[src/ccms_pkg.sv]
package ccms_pkg;

    // ****************************************************************
    // strap pin vector layout
    // ****************************************************************
    localparam int unsigned PIN_W = 7;
    localparam int unsigned PIN_RANGE_HI = 0;
    localparam int unsigned PIN_RANGE_FLT = 1;
    localparam int unsigned PIN_SWING_HI = 2;
    localparam int unsigned PIN_EDGE_HI = 3;
    localparam int unsigned PIN_EDGE_FLT = 4;
    localparam int unsigned PIN_DELAY_HI = 5;
    localparam int unsigned PIN_DELAY_FLT = 6;
    // range pin driven high, others low: normal range, pin-strapped
    localparam logic [PIN_W-1:0] STRAP_RST = 7'h01;

    // ****************************************************************
    // settle time before the straps are captured
    // ****************************************************************
    localparam int unsigned CLK_MHZ = 125;
    localparam int unsigned STRAP_SETTLE_NS = 1000;
    localparam int unsigned STRAP_SETTLE_CYC = (STRAP_SETTLE_NS * CLK_MHZ + 999) / 1000;
    localparam int unsigned SETTLE_W = 8;
    localparam logic [SETTLE_W-1:0] SETTLE_LAST = SETTLE_W'(STRAP_SETTLE_CYC - 1);
    localparam logic [SETTLE_W-1:0] SETTLE_ZERO = 8'h00;
    localparam logic [SETTLE_W-1:0] SETTLE_ONE = 8'h01;

    // ****************************************************************
    // register map
    // ****************************************************************
    localparam int unsigned ADDR_W = 12;
    localparam logic [ADDR_W-1:0] CTRL_ADDR = 12'h000;
    localparam logic [ADDR_W-1:0] STATUS_ADDR = 12'h004;
    localparam int unsigned CTRL_RELATCH = 0;
    localparam int unsigned CTRL_SERIAL_HOLD = 1;
    localparam int unsigned ST_EXT_MODE = 0;
    localparam int unsigned ST_RANGE_NORMAL = 1;
    localparam int unsigned ST_SWING_NORMAL = 2;
    localparam int unsigned ST_EDGE_RISING = 3;
    localparam int unsigned ST_DDR = 4;
    localparam int unsigned ST_CAL_LONG = 5;
    localparam int unsigned ST_DELAY_FAULT = 6;
    localparam int unsigned ST_SETTLED = 7;
    localparam logic [31:0] DATA_ZERO = 32'h0000_0000;

    typedef enum logic [1:0] {
        CCMS_LVL_LOW,
        CCMS_LVL_HIGH,
        CCMS_LVL_FLOAT
    } ccms_level_e;

    typedef enum logic {
        CCMS_SETTLE,
        CCMS_RUN
    } ccms_state_e;

endpackage

[src/ccms_pin_sync.sv]
`timescale 1ns/100ps
`default_nettype none

module ccms_pin_sync #(
    parameter int unsigned WIDTH = ccms_pkg::PIN_W,
    parameter logic [WIDTH-1:0] RST_VAL = ccms_pkg::STRAP_RST
) (
    // clock and reset
    input wire logic core_clk,
    input wire logic resetn,
    input wire logic clk_en,
    // pins in
    input wire logic [WIDTH-1:0] pin_in,
    // filtered levels out
    output logic [WIDTH-1:0] level_q
);

    // ****************************************************************
    // three stages; a level is taken only when stages two and three agree
    // ****************************************************************
    wire logic [WIDTH-1:0] lvl_w;
    genvar i;
    generate
        for (i = 0; i < WIDTH; i++) begin : g_bit
            logic s1_q, s2_q, s3_q, lvl_q;
            logic s1_d, s2_d, s3_d, lvl_d;
            always_comb begin
                s1_d = pin_in[i];
                s2_d = s1_q;
                s3_d = s2_q;
                lvl_d = (s2_q == s3_q) ? s3_q : lvl_q;
            end
            always_ff @(posedge core_clk) begin
                if (!resetn) begin
                    s1_q <= RST_VAL[i];
                    s2_q <= RST_VAL[i];
                    s3_q <= RST_VAL[i];
                    lvl_q <= RST_VAL[i];
                end else if (clk_en) begin
                    s1_q <= s1_d;
                    s2_q <= s2_d;
                    s3_q <= s3_d;
                    lvl_q <= lvl_d;
                end
            end
            assign lvl_w[i] = lvl_q;
        end
    endgenerate

    assign level_q = lvl_w;

endmodule

`default_nettype wire

[src/ccms_top.sv]
// Decided for this implementation: register access over APB and the placing of the registers.
`timescale 1ns/100ps
`default_nettype none

module ccms_top (
    // clock, reset, enable
    input wire logic core_clk,
    input wire logic resetn,
    input wire logic clk_en,
    // multi-purpose pins, float detect given per three-level pin
    input wire logic range_pin_hi,
    input wire logic range_pin_float,
    input wire logic swing_pin,
    input wire logic edge_pin_hi,
    input wire logic edge_pin_float,
    input wire logic delay_pin_hi,
    input wire logic delay_pin_float,
    // apb slave
    input wire logic psel,
    input wire logic penable,
    input wire logic pwrite,
    input wire logic [ccms_pkg::ADDR_W-1:0] paddr,
    input wire logic [31:0] pwdata,
    output logic [31:0] prdata,
    output logic pready,
    output logic pslverr,
    // decoded configuration
    output logic ext_mode_q,
    output logic fs_range_normal_q,
    output logic output_swing_level_q,
    output logic output_edge_select_q,
    output logic output_data_clock_ddr_q,
    output logic calibration_delay_select_q,
    output logic delay_pin_fault_q,
    // serial port
    output logic serial_port_en_q,
    output logic serial_bit_clock_q,
    output logic serial_write_line_q,
    output logic serial_chip_select_q
);

    // ****************************************************************
    // pin synchroniser
    // ****************************************************************
    logic [ccms_pkg::PIN_W-1:0] pin_raw;
    logic [ccms_pkg::PIN_W-1:0] pin_live;

    assign pin_raw = {delay_pin_float, delay_pin_hi, edge_pin_float, edge_pin_hi,
                      swing_pin, range_pin_float, range_pin_hi};

    ccms_pin_sync #(
        .WIDTH(ccms_pkg::PIN_W),
        .RST_VAL(ccms_pkg::STRAP_RST)
    ) u_sync (
        .core_clk(core_clk),
        .resetn(resetn),
        .clk_en(clk_en),
        .pin_in(pin_raw),
        .level_q(pin_live)
    );

    // float wins over the level bit, since a floating pin reads undefined
    function automatic ccms_pkg::ccms_level_e lvl3(input logic flt, input logic hi);
        if (flt) begin
            return ccms_pkg::CCMS_LVL_FLOAT;
        end else if (hi) begin
            return ccms_pkg::CCMS_LVL_HIGH;
        end
        return ccms_pkg::CCMS_LVL_LOW;
    endfunction

    // ****************************************************************
    // apb registers
    // ****************************************************************
    logic serial_hold_q, serial_hold_d;
    logic relatch_q, relatch_d;
    logic [31:0] prdata_q, prdata_d;
    logic pslverr_q, pslverr_d;
    logic pready_q, pready_d;
    logic [31:0] status_w;
    logic setup_ph;
    ccms_pkg::ccms_state_e state_q, state_d;

    assign setup_ph = psel && !penable;

    always_comb begin
        serial_hold_d = serial_hold_q;
        relatch_d = 1'b0;
        prdata_d = prdata_q;
        pslverr_d = pslverr_q;
        pready_d = 1'b1;
        status_w = ccms_pkg::DATA_ZERO;
        status_w[ccms_pkg::ST_EXT_MODE] = ext_mode_q;
        status_w[ccms_pkg::ST_RANGE_NORMAL] = fs_range_normal_q;
        status_w[ccms_pkg::ST_SWING_NORMAL] = output_swing_level_q;
        status_w[ccms_pkg::ST_EDGE_RISING] = output_edge_select_q;
        status_w[ccms_pkg::ST_DDR] = output_data_clock_ddr_q;
        status_w[ccms_pkg::ST_CAL_LONG] = calibration_delay_select_q;
        status_w[ccms_pkg::ST_DELAY_FAULT] = delay_pin_fault_q;
        status_w[ccms_pkg::ST_SETTLED] = (state_q == ccms_pkg::CCMS_RUN);
        // answer prepared in setup so that pready can stay high: zero wait states
        if (setup_ph) begin
            pslverr_d = 1'b0;
            prdata_d = ccms_pkg::DATA_ZERO;
            if (paddr == ccms_pkg::CTRL_ADDR) begin
                prdata_d[ccms_pkg::CTRL_SERIAL_HOLD] = serial_hold_q;
            end else if (paddr == ccms_pkg::STATUS_ADDR) begin
                prdata_d = status_w;
            end else begin
                pslverr_d = 1'b1;
            end
        end
        if (psel && penable && pwrite && paddr == ccms_pkg::CTRL_ADDR) begin
            serial_hold_d = pwdata[ccms_pkg::CTRL_SERIAL_HOLD];
            relatch_d = pwdata[ccms_pkg::CTRL_RELATCH];
        end
    end

    always_ff @(posedge core_clk) begin
        if (!resetn) begin
            serial_hold_q <= 1'b0;
            relatch_q <= 1'b0;
            prdata_q <= ccms_pkg::DATA_ZERO;
            pslverr_q <= 1'b0;
            pready_q <= 1'b0;
        end else if (clk_en) begin
            serial_hold_q <= serial_hold_d;
            relatch_q <= relatch_d;
            prdata_q <= prdata_d;
            pslverr_q <= pslverr_d;
            pready_q <= pready_d;
        end
    end

    assign prdata = prdata_q;
    assign pslverr = pslverr_q;
    assign pready = pready_q;

    // ****************************************************************
    // strap capture
    // ****************************************************************
    logic [ccms_pkg::SETTLE_W-1:0] settle_q, settle_d;
    logic [ccms_pkg::PIN_W-1:0] strap_q, strap_d;

    always_comb begin
        state_d = state_q;
        settle_d = settle_q;
        strap_d = strap_q;
        case (state_q)
            ccms_pkg::CCMS_SETTLE: begin
                if (settle_q == ccms_pkg::SETTLE_LAST) begin
                    strap_d = pin_live;
                    state_d = ccms_pkg::CCMS_RUN;
                    settle_d = ccms_pkg::SETTLE_ZERO;
                end else begin
                    settle_d = settle_q + ccms_pkg::SETTLE_ONE;
                end
            end
            ccms_pkg::CCMS_RUN: begin
                // levels are frozen here; later pin moves only matter as serial lines
                if (relatch_q) begin
                    state_d = ccms_pkg::CCMS_SETTLE;
                end
            end
            default: begin
                state_d = ccms_pkg::CCMS_SETTLE;
            end
        endcase
    end

    always_ff @(posedge core_clk) begin
        if (!resetn) begin
            state_q <= ccms_pkg::CCMS_SETTLE;
            settle_q <= ccms_pkg::SETTLE_ZERO;
            strap_q <= ccms_pkg::STRAP_RST;
        end else if (clk_en) begin
            state_q <= state_d;
            settle_q <= settle_d;
            strap_q <= strap_d;
        end
    end

    // ****************************************************************
    // mode decode and serial port mux
    // ****************************************************************
    logic ext_d, range_d, swing_d, edge_d, ddr_d, cal_d, fault_d;
    logic sp_en_d, sclk_d, sdat_d, scs_d;
    ccms_pkg::ccms_level_e range_lvl, edge_lvl, delay_lvl;

    always_comb begin
        range_lvl = lvl3(strap_q[ccms_pkg::PIN_RANGE_FLT], strap_q[ccms_pkg::PIN_RANGE_HI]);
        edge_lvl = lvl3(strap_q[ccms_pkg::PIN_EDGE_FLT], strap_q[ccms_pkg::PIN_EDGE_HI]);
        delay_lvl = lvl3(strap_q[ccms_pkg::PIN_DELAY_FLT], strap_q[ccms_pkg::PIN_DELAY_HI]);
        ext_d = (range_lvl == ccms_pkg::CCMS_LVL_FLOAT);
        range_d = (range_lvl == ccms_pkg::CCMS_LVL_HIGH);
        // strapped-only settings keep reset defaults in extended mode
        swing_d = ext_d ? 1'b1 : strap_q[ccms_pkg::PIN_SWING_HI];
        ddr_d = !ext_d && (edge_lvl == ccms_pkg::CCMS_LVL_FLOAT);
        edge_d = !ext_d && (edge_lvl == ccms_pkg::CCMS_LVL_HIGH);
        cal_d = !ext_d && (delay_lvl == ccms_pkg::CCMS_LVL_HIGH);
        fault_d = !ext_d && (delay_lvl == ccms_pkg::CCMS_LVL_FLOAT);
        // serial lines are live pins, never frozen straps; chip select pin is active low
        sp_en_d = ext_d && (state_q == ccms_pkg::CCMS_RUN) && !serial_hold_q;
        sclk_d = sp_en_d && pin_live[ccms_pkg::PIN_SWING_HI];
        sdat_d = sp_en_d && pin_live[ccms_pkg::PIN_EDGE_HI];
        scs_d = sp_en_d && !pin_live[ccms_pkg::PIN_DELAY_HI];
    end

    always_ff @(posedge core_clk) begin
        if (!resetn) begin
            ext_mode_q <= 1'b0;
            fs_range_normal_q <= 1'b1;
            output_swing_level_q <= 1'b1;
            output_edge_select_q <= 1'b0;
            output_data_clock_ddr_q <= 1'b0;
            calibration_delay_select_q <= 1'b0;
            delay_pin_fault_q <= 1'b0;
            serial_port_en_q <= 1'b0;
            serial_bit_clock_q <= 1'b0;
            serial_write_line_q <= 1'b0;
            serial_chip_select_q <= 1'b0;
        end else if (clk_en) begin
            ext_mode_q <= ext_d;
            fs_range_normal_q <= range_d;
            output_swing_level_q <= swing_d;
            output_edge_select_q <= edge_d;
            output_data_clock_ddr_q <= ddr_d;
            calibration_delay_select_q <= cal_d;
            delay_pin_fault_q <= fault_d;
            serial_port_en_q <= sp_en_d;
            serial_bit_clock_q <= sclk_d;
            serial_write_line_q <= sdat_d;
            serial_chip_select_q <= scs_d;
        end
    end
endmodule

`default_nettype wire

[config.mk]
export PLATFORM = sky130hd
export DESIGN_NAME = ccms_top
export DESIGN_NICKNAME = d
export VERILOG_FILES = /design/src/ccms_pkg.sv /design/src/ccms_pin_sync.sv /design/src/ccms_top.sv
export SDC_FILE = /design/constraint.sdc
export NUM_CORES = 1
export LEC_CHECK = 0
export BUFFER_PORTS_ARGS = -buffer_cell sky130_fd_sc_hd__buf_2
export CORE_MARGIN = 1
export CORE_UTILIZATION = 35
export CTS_CLUSTER_SIZE = 28
export DETAILED_ROUTE_END_ITERATION = 10
export PLACE_DENSITY_LB_ADDON = 0.08
export SLEW_MARGIN = 10
export SYNTH_ARGS = -nofsm -noshare
export SYNTH_HDL_FRONTEND = slang
export SYNTH_SLANG_ARGS = --single-unit
[constraint.sdc]
create_clock -name core_clk -period 1.3 [get_ports core_clk]
set_input_delay 0.26 -clock core_clk [delete_from_list [all_inputs] [get_ports core_clk]]
set_output_delay 0.26 -clock core_clk [all_outputs]
set_load 0.005 [all_outputs]
=== Word level (Yosys, flattened, before mapping) ===
Cells that the tools add are included.

* Flip-flop bits (word level): 91
* Input bits: 57
* Output and inout port bits: 45
* Word-level logic and storage cells: 120

* $add $sub $neg: 1
* Equal/unequal tests: 15
* Mux-type cells: 27
* Bitwise logic cells: 1
* Reduce and logical (&&, ||, !) cells: 29

{| class="wikitable"
|+ Operators by type and width
! cell !! number
|-
| two-way mux 30 bit || 1
|-
| AND reduction 2 bit || 10
|-
| two-way mux 2 bit || 9
|-
| two-way mux 8 bit || 2
|-
| two-way mux 1 bit || 14
|-
| logical AND 1 bit || 13
|-
| equality test 12 x 3 -> 1 bit, second input constant || 1
|-
| logical NOT 12 bit || 1
|-
| adder 8 x 1 -> 8 bit, second input constant || 1
|-
| equality test 8 x 7 -> 1 bit, second input constant || 1
|-
| equality test 1 bit || 7
|-
| equality test 2 x 1 -> 1 bit, second input constant || 3
|-
| equality test 2 bit, second input constant || 3
|-
| logical NOT 1 bit || 4
|-
| AND reduction 3 bit || 1
|-
| case mux 1 bit (2 select lines) || 1
|-
| NOT 1 bit || 1
|}

=== Logic depth before layout (Yosys ltp) ===
* Depth after elaboration: 7
* Depth in mapped cells: 7
* Gate-level depth less buffers: 6

=== Modules after synthesis ===
A second synthesis with hierarchy kept.

* Cell total of the unflattened synthesis: 303
* Area total of the unflattened synthesis: 2,914.0 sq um

{| class="wikitable"
|+ Modules (own cells, without submodules)
! module !! instances !! cells each !! area an instance (sq um) !! sequential area each (sq um)
|-
| ccms_top || 1 || 191 || 1,751.7 || 780.7
|-
| ccms_pin_sync || 1 || 112 || 1,162.4 || 560.5
|}

=== Least setup slack after synthesis ===
OpenSTA, ideal clock, no wires.

* Path kind: register to register
* Start: register settle_q[0] (netlist bit)
* End: register strap_q[0] (netlist bit)
* Arrival time: 1,215 ps
* Required time: 1,164 ps
* Slack: -51 ps
* Stages on the path, launching flop included: 8
* Path buffers: 1
* Period minus slack after synthesis: 1,351 ps
* Path through: dfxtp_1 -> inv_1 -> ha_1 -> nand2b_1 -> or3_1 -> buf_4 -> nand2_1 -> nand3_1

* Cells in the longest elaborated chain, start to end: 2

{| class="wikitable"
|+ Ends and longest elaborated chain
! element !! line !! text
|-
| from (decl) || ccms_top.sv:142 || <nowiki>logic [ccms_pkg::SETTLE_W-1:0] settle_q, settle_d;</nowiki>
|-
| from (signal assigned) || ccms_top.sv:174 || <nowiki>settle_q <= ccms_pkg::SETTLE_ZERO;</nowiki>
|-
| from (signal assigned) || ccms_top.sv:178 || <nowiki>settle_q <= settle_d;</nowiki>
|-
| equality test 8 x 7 -> 1 bit || ccms_top.sv:151 || <nowiki>if (settle_q == ccms_pkg::SETTLE_LAST) begin</nowiki>
|-
| AND reduction 3 bit (no line) || -- ||
|-
| to (signal assigned) || ccms_top.sv:175 || <nowiki>strap_q <= ccms_pkg::STRAP_RST;</nowiki>
|-
| to (signal assigned) || ccms_top.sv:179 || <nowiki>strap_q <= strap_d;</nowiki>
|-
| to (decl) || ccms_top.sv:143 || <nowiki>logic [ccms_pkg::PIN_W-1:0] strap_q, strap_d;</nowiki>
|}

No other way between the ends.
A chain may end at the register's enable or synchronous reset.

=== Final worst setup path ===
* Start: register settle_q[1] (netlist bit)
* End: register settle_q[2] (netlist bit)

* Cells in the longest elaborated chain, start to end: 2
* Elaborated cells between the ends (all ways): 3
* Classes of those cells: add/sub: 1; eq/ne: 1; mux: 1

{| class="wikitable"
|+ Ends and longest elaborated chain
! element !! line
|-
| adder 8 x 1 -> 8 bit / equality test 8 x 7 -> 1 bit (equally long branches) || ccms_top.sv:156, ccms_top.sv:151
|-
| two-way mux 8 bit (*) || ccms_top.sv:151
|}

Every way passes the cells marked *; elsewhere a longest branch is shown, timed or not.

==> results.yml <==
status:
  outcome: "complete, but fails checks"
  violations: "setup timing"
sta:
  hold_ws_ns: 0.147
  finalMaxSlewViolations: 0
  setup_tns_ns: -0.176
  clock-skew-final_ns: 0.00900
  clock.fmax_ghz: 0.758
  hold_violations: 0
  finalCritPeriodShare: 1.01
  worst_pin_slew_ns: 0.525
  finalCriticalPeriod_ns: 1.32
  layout_setup_ws_ns: -0.0191
  setup_violations: 13
  slew_headroom: 0.649
  rsz0062_at_grt: "true"
clocking:
  insertion_delay_ns: 0.33
  cts.sinks: 67
  post-cts-setup-buffer-count: 0
  root_buffer: "clkbuf_8"
  htree_levels: 3
  cts_tree: "yes"
  ctsHoldBuffers: 0
  clockBufferDepth: 2
  cts_buffers: 9
  clk_pin_slew_worst_paths_ns: 0.07
synth:
  netlist_area_sq_um: 2750
  syn_area_per_cell_sq_um: 9.13
  postSynthCellCount: 301
  ys_seq_elements: 67
  synth_seq_area_share: 0.488
  synth-warning-count: 0
  synth.distinct_cells: 42
power_and_ir_drop:
  p_comb_frac: 0.075
  p_leak_nw: 1.55
  worst_ir_drop_vdd_mv: 0.629
  power_density_nw_per_um2: 1150
  pwr-share-seq: 0.540
  power_frac_clock: 0.385
  power_switching_uw: 904
  internal_power_mw: 3.01
  switching_share: 0.231
  power.total_mw: 3.92
critical_path:
  arrival_ns: 1.54
  start_kind: "flip-flop"
  critPathBufInv: 2
  critical-path-top-delay-family: "simple AND/OR/NAND/NOR gates"
  worst_ep_required_time_ns: 1.52
  crit_fanout: 7
  max_stage_delay_ns: 0.34
  path_class: "reg2reg"
  r2r_slack_ns: -0.02
  path_cells: "inv_2, ha_4, nand2b_4, or3_4, buf_6, nand2_8, nor2_1"
  worst_path_max_delay_cell: "or3_4"
  end_kind: "flip-flop"
floorplan:
  die_w_microns: 90.6
  num_rows: 31
  die_h_microns: 90.6
  fp.dieArea_sq_um: 8210
  io_pins: 102
  start_util: 0.371
  core_sq_um: 7410
global_routing:
  gr-max-usage-layer: "met2"
  grt_pass1_vias: 1972
  grt_overflow_total: 0
  antenna_found_initial: 0
  grt.total_usage: 0.141
  grt_util_met1: 0.185
  use_met2: 0.213
  grt_max_degree: 44
  grt_pass1_wl_mm: 9.25
  use_met3: 0.0412
routing:
  wl_per_cell_microns: 11.5
  post-route-drc-count: 0
  vias: 2146
  viasPerCell: 4.55
  dr.pass1.iters: 4
  antenna_left: 0
  finalWirelength_mm: 5.44
  initialDrtViolationCount: 79
finish:
  stdcell_count: 472
  layout.nets: 427
  antenna_cells: 0
  n_fill_cell: 745
  finish.instance_area_sq_um: 3410
  fin_util: 0.460
  area_growth_pct: 24.1
  drive_above_1_share: 0.300
hold_path:
  worstHoldPathType: "in2reg"
place:
  pre_cts_ws_ns: -0.135
  placedCellCount: 455
  gp_congestion: 0.718
  portBuffers: 47
  postPlaceCellArea_sq_um: 3110
  dpl.hpwl_mm: 3.65
job:
  max_cap_violations: 0
area by class of cell:
class | instances | area (sq um) | area share
Tap cell | 99 | 124 | 0.0363
Clock inverter | 2 | 10.0 | 0.00293
Clock buffer | 14 | 163 | 0.0477
Multi-Input combinational cell | 215 | 1330 | 0.391
Sequential cell | 67 | 1340 | 0.394
Inverter | 5 | 18.8 | 0.00550
Timing Repair Buffer | 70 | 419 | 0.123
cell families after synthesis:
| family | share of synthesized area |
|---|---|
| muxes | 0.0842 |
| xor gates and xnor gates | 0.0223 |
| and+or+nand+nor | 0.182 |
| other | 0.00136 |
| AOI/OAI and AO/OA | 0.117 |
| adders and majority gates | 0.00910 |
| buffers and inverters | 0.0965 |
| DFF | 0.488 |
timing repair:
item / 4_1_cts / 5_1_grt
endpoints found under the setup margin: 14 / 14
gates cloned: 1 / 0
resized for setup: 18 / 15
pin swaps: 5 / 7
tightest hold or removal path, stage by stage:
cell and delay (ns):
buf_2 0.08, mux2i_1 0.05, nand2_1 0.06
power by group through the flow:
stage | logic, mW | clock network (mW) | registers (mW)
final | 0.294 | 1.51 | 2.11
after global routing | 0.327 | 1.66 | 2.12
after CTS | 0.289 | 1.57 | 2.11
after detailed placement | 0.268 | 0 | 2.16
after global placement | 0.265 | 0 | 2.16
after floorplan | 0.209 | 0 | 2.16
state kept, by name, indices dropped and copies added (netlist names), 7 cells and up:
| signal | count |
|---|---|
| prdata | 8 |
| settle_q | 8 |
| strap_q | 7 |
| u_sync.g_bit.lvl_q | 7 |
| u_sync.g_bit.s1_q | 7 |
| u_sync.g_bit.s2_q | 7 |
| u_sync.g_bit.s3_q | 7 |
synthesized netlist by cell type:
cell,n,area (sq um)
a21o_1,6,45.0
a21oi_1,23,115
a21oi_2,1,8.76
a22o_1,7,61.3
a22oi_1,2,15.0
a32o_1,1,10.0
a41o_1,1,10.0
and2_1,1,6.26
and3_1,1,6.26
and4_1,1,8.76
and4b_1,1,10.0
buf_2,2,10.0
buf_4,28,210
clkbuf_1,7,26.3
conb_1,1,3.75
dfxtp_1,67,1340
ha_1,2,25.0
inv_1,4,15.0
inv_2,1,3.75
mux2_2,1,11.3
mux2i_1,22,220
nand2_1,37,139
nand2_4,1,11.3
nand2b_1,3,18.8
nand3_1,2,10.0
nand3b_1,2,15.0
nand3b_4,1,20.0
nand4_1,1,6.26
nand4b_1,1,8.76
nor2_1,45,169
nor2b_1,1,6.26
nor3_1,4,20.0
nor3_2,1,10.0
nor3b_1,1,7.51
nor4_1,2,12.5
nor4b_1,1,8.76
o21ai_0,8,40.0
o221ai_1,1,8.76
o22ai_1,1,6.26
or3_1,1,6.26
xnor2_1,6,52.6
xor2_1,1,8.76
placed cells by master, fill, tap and decap left out, types with 3 or more instances in the layout:
| cell type | netlist | layout |
|---|---|---|
| mux2i_1 | 22 | 22 |
| a21oi_2 | 1 | 5 |
| dfxtp_1 | 67 | 66 |
| buf_4 | 28 | 20 |
| nand2_2 | 0 | 8 |
| nand2_1 | 37 | 28 |
| conb_1 | 1 | 24 |
| buf_6 | 0 | 3 |
| buf_2 | 2 | 47 |
| a21oi_1 | 23 | 19 |
| clkbuf_8 | 0 | 11 |
| o21ai_0 | 8 | 8 |
| clkbuf_1 | 7 | 3 |
| nor2_1 | 45 | 42 |
| a22o_1 | 7 | 7 |
| a21o_1 | 6 | 6 |
| nor3_1 | 4 | 3 |
| inv_2 | 1 | 3 |
| xnor2_1 | 6 | 6 |
per-layer routing:
layer,up-vias,share of wire,wire length (microns)
met3,8,0.046,251
met4,0,0.018,98
met1,981,0.50,2700
met2,56,0.44,2380
li1,1101,-,-
met5,-,0,0
path summary, 6_finish.rpt:
path	start	endpoint	cells past startpoint
max	settle_q[1]	settle_q[2]	7
min	range_pin_hi	u_sync.g_bit[0].s1_q	3
max reg2reg	settle_q[1]	settle_q[2]	7
min reg2reg	strap_q[3]	strap_q[3]	2
(Power assumes the default switching activity.)
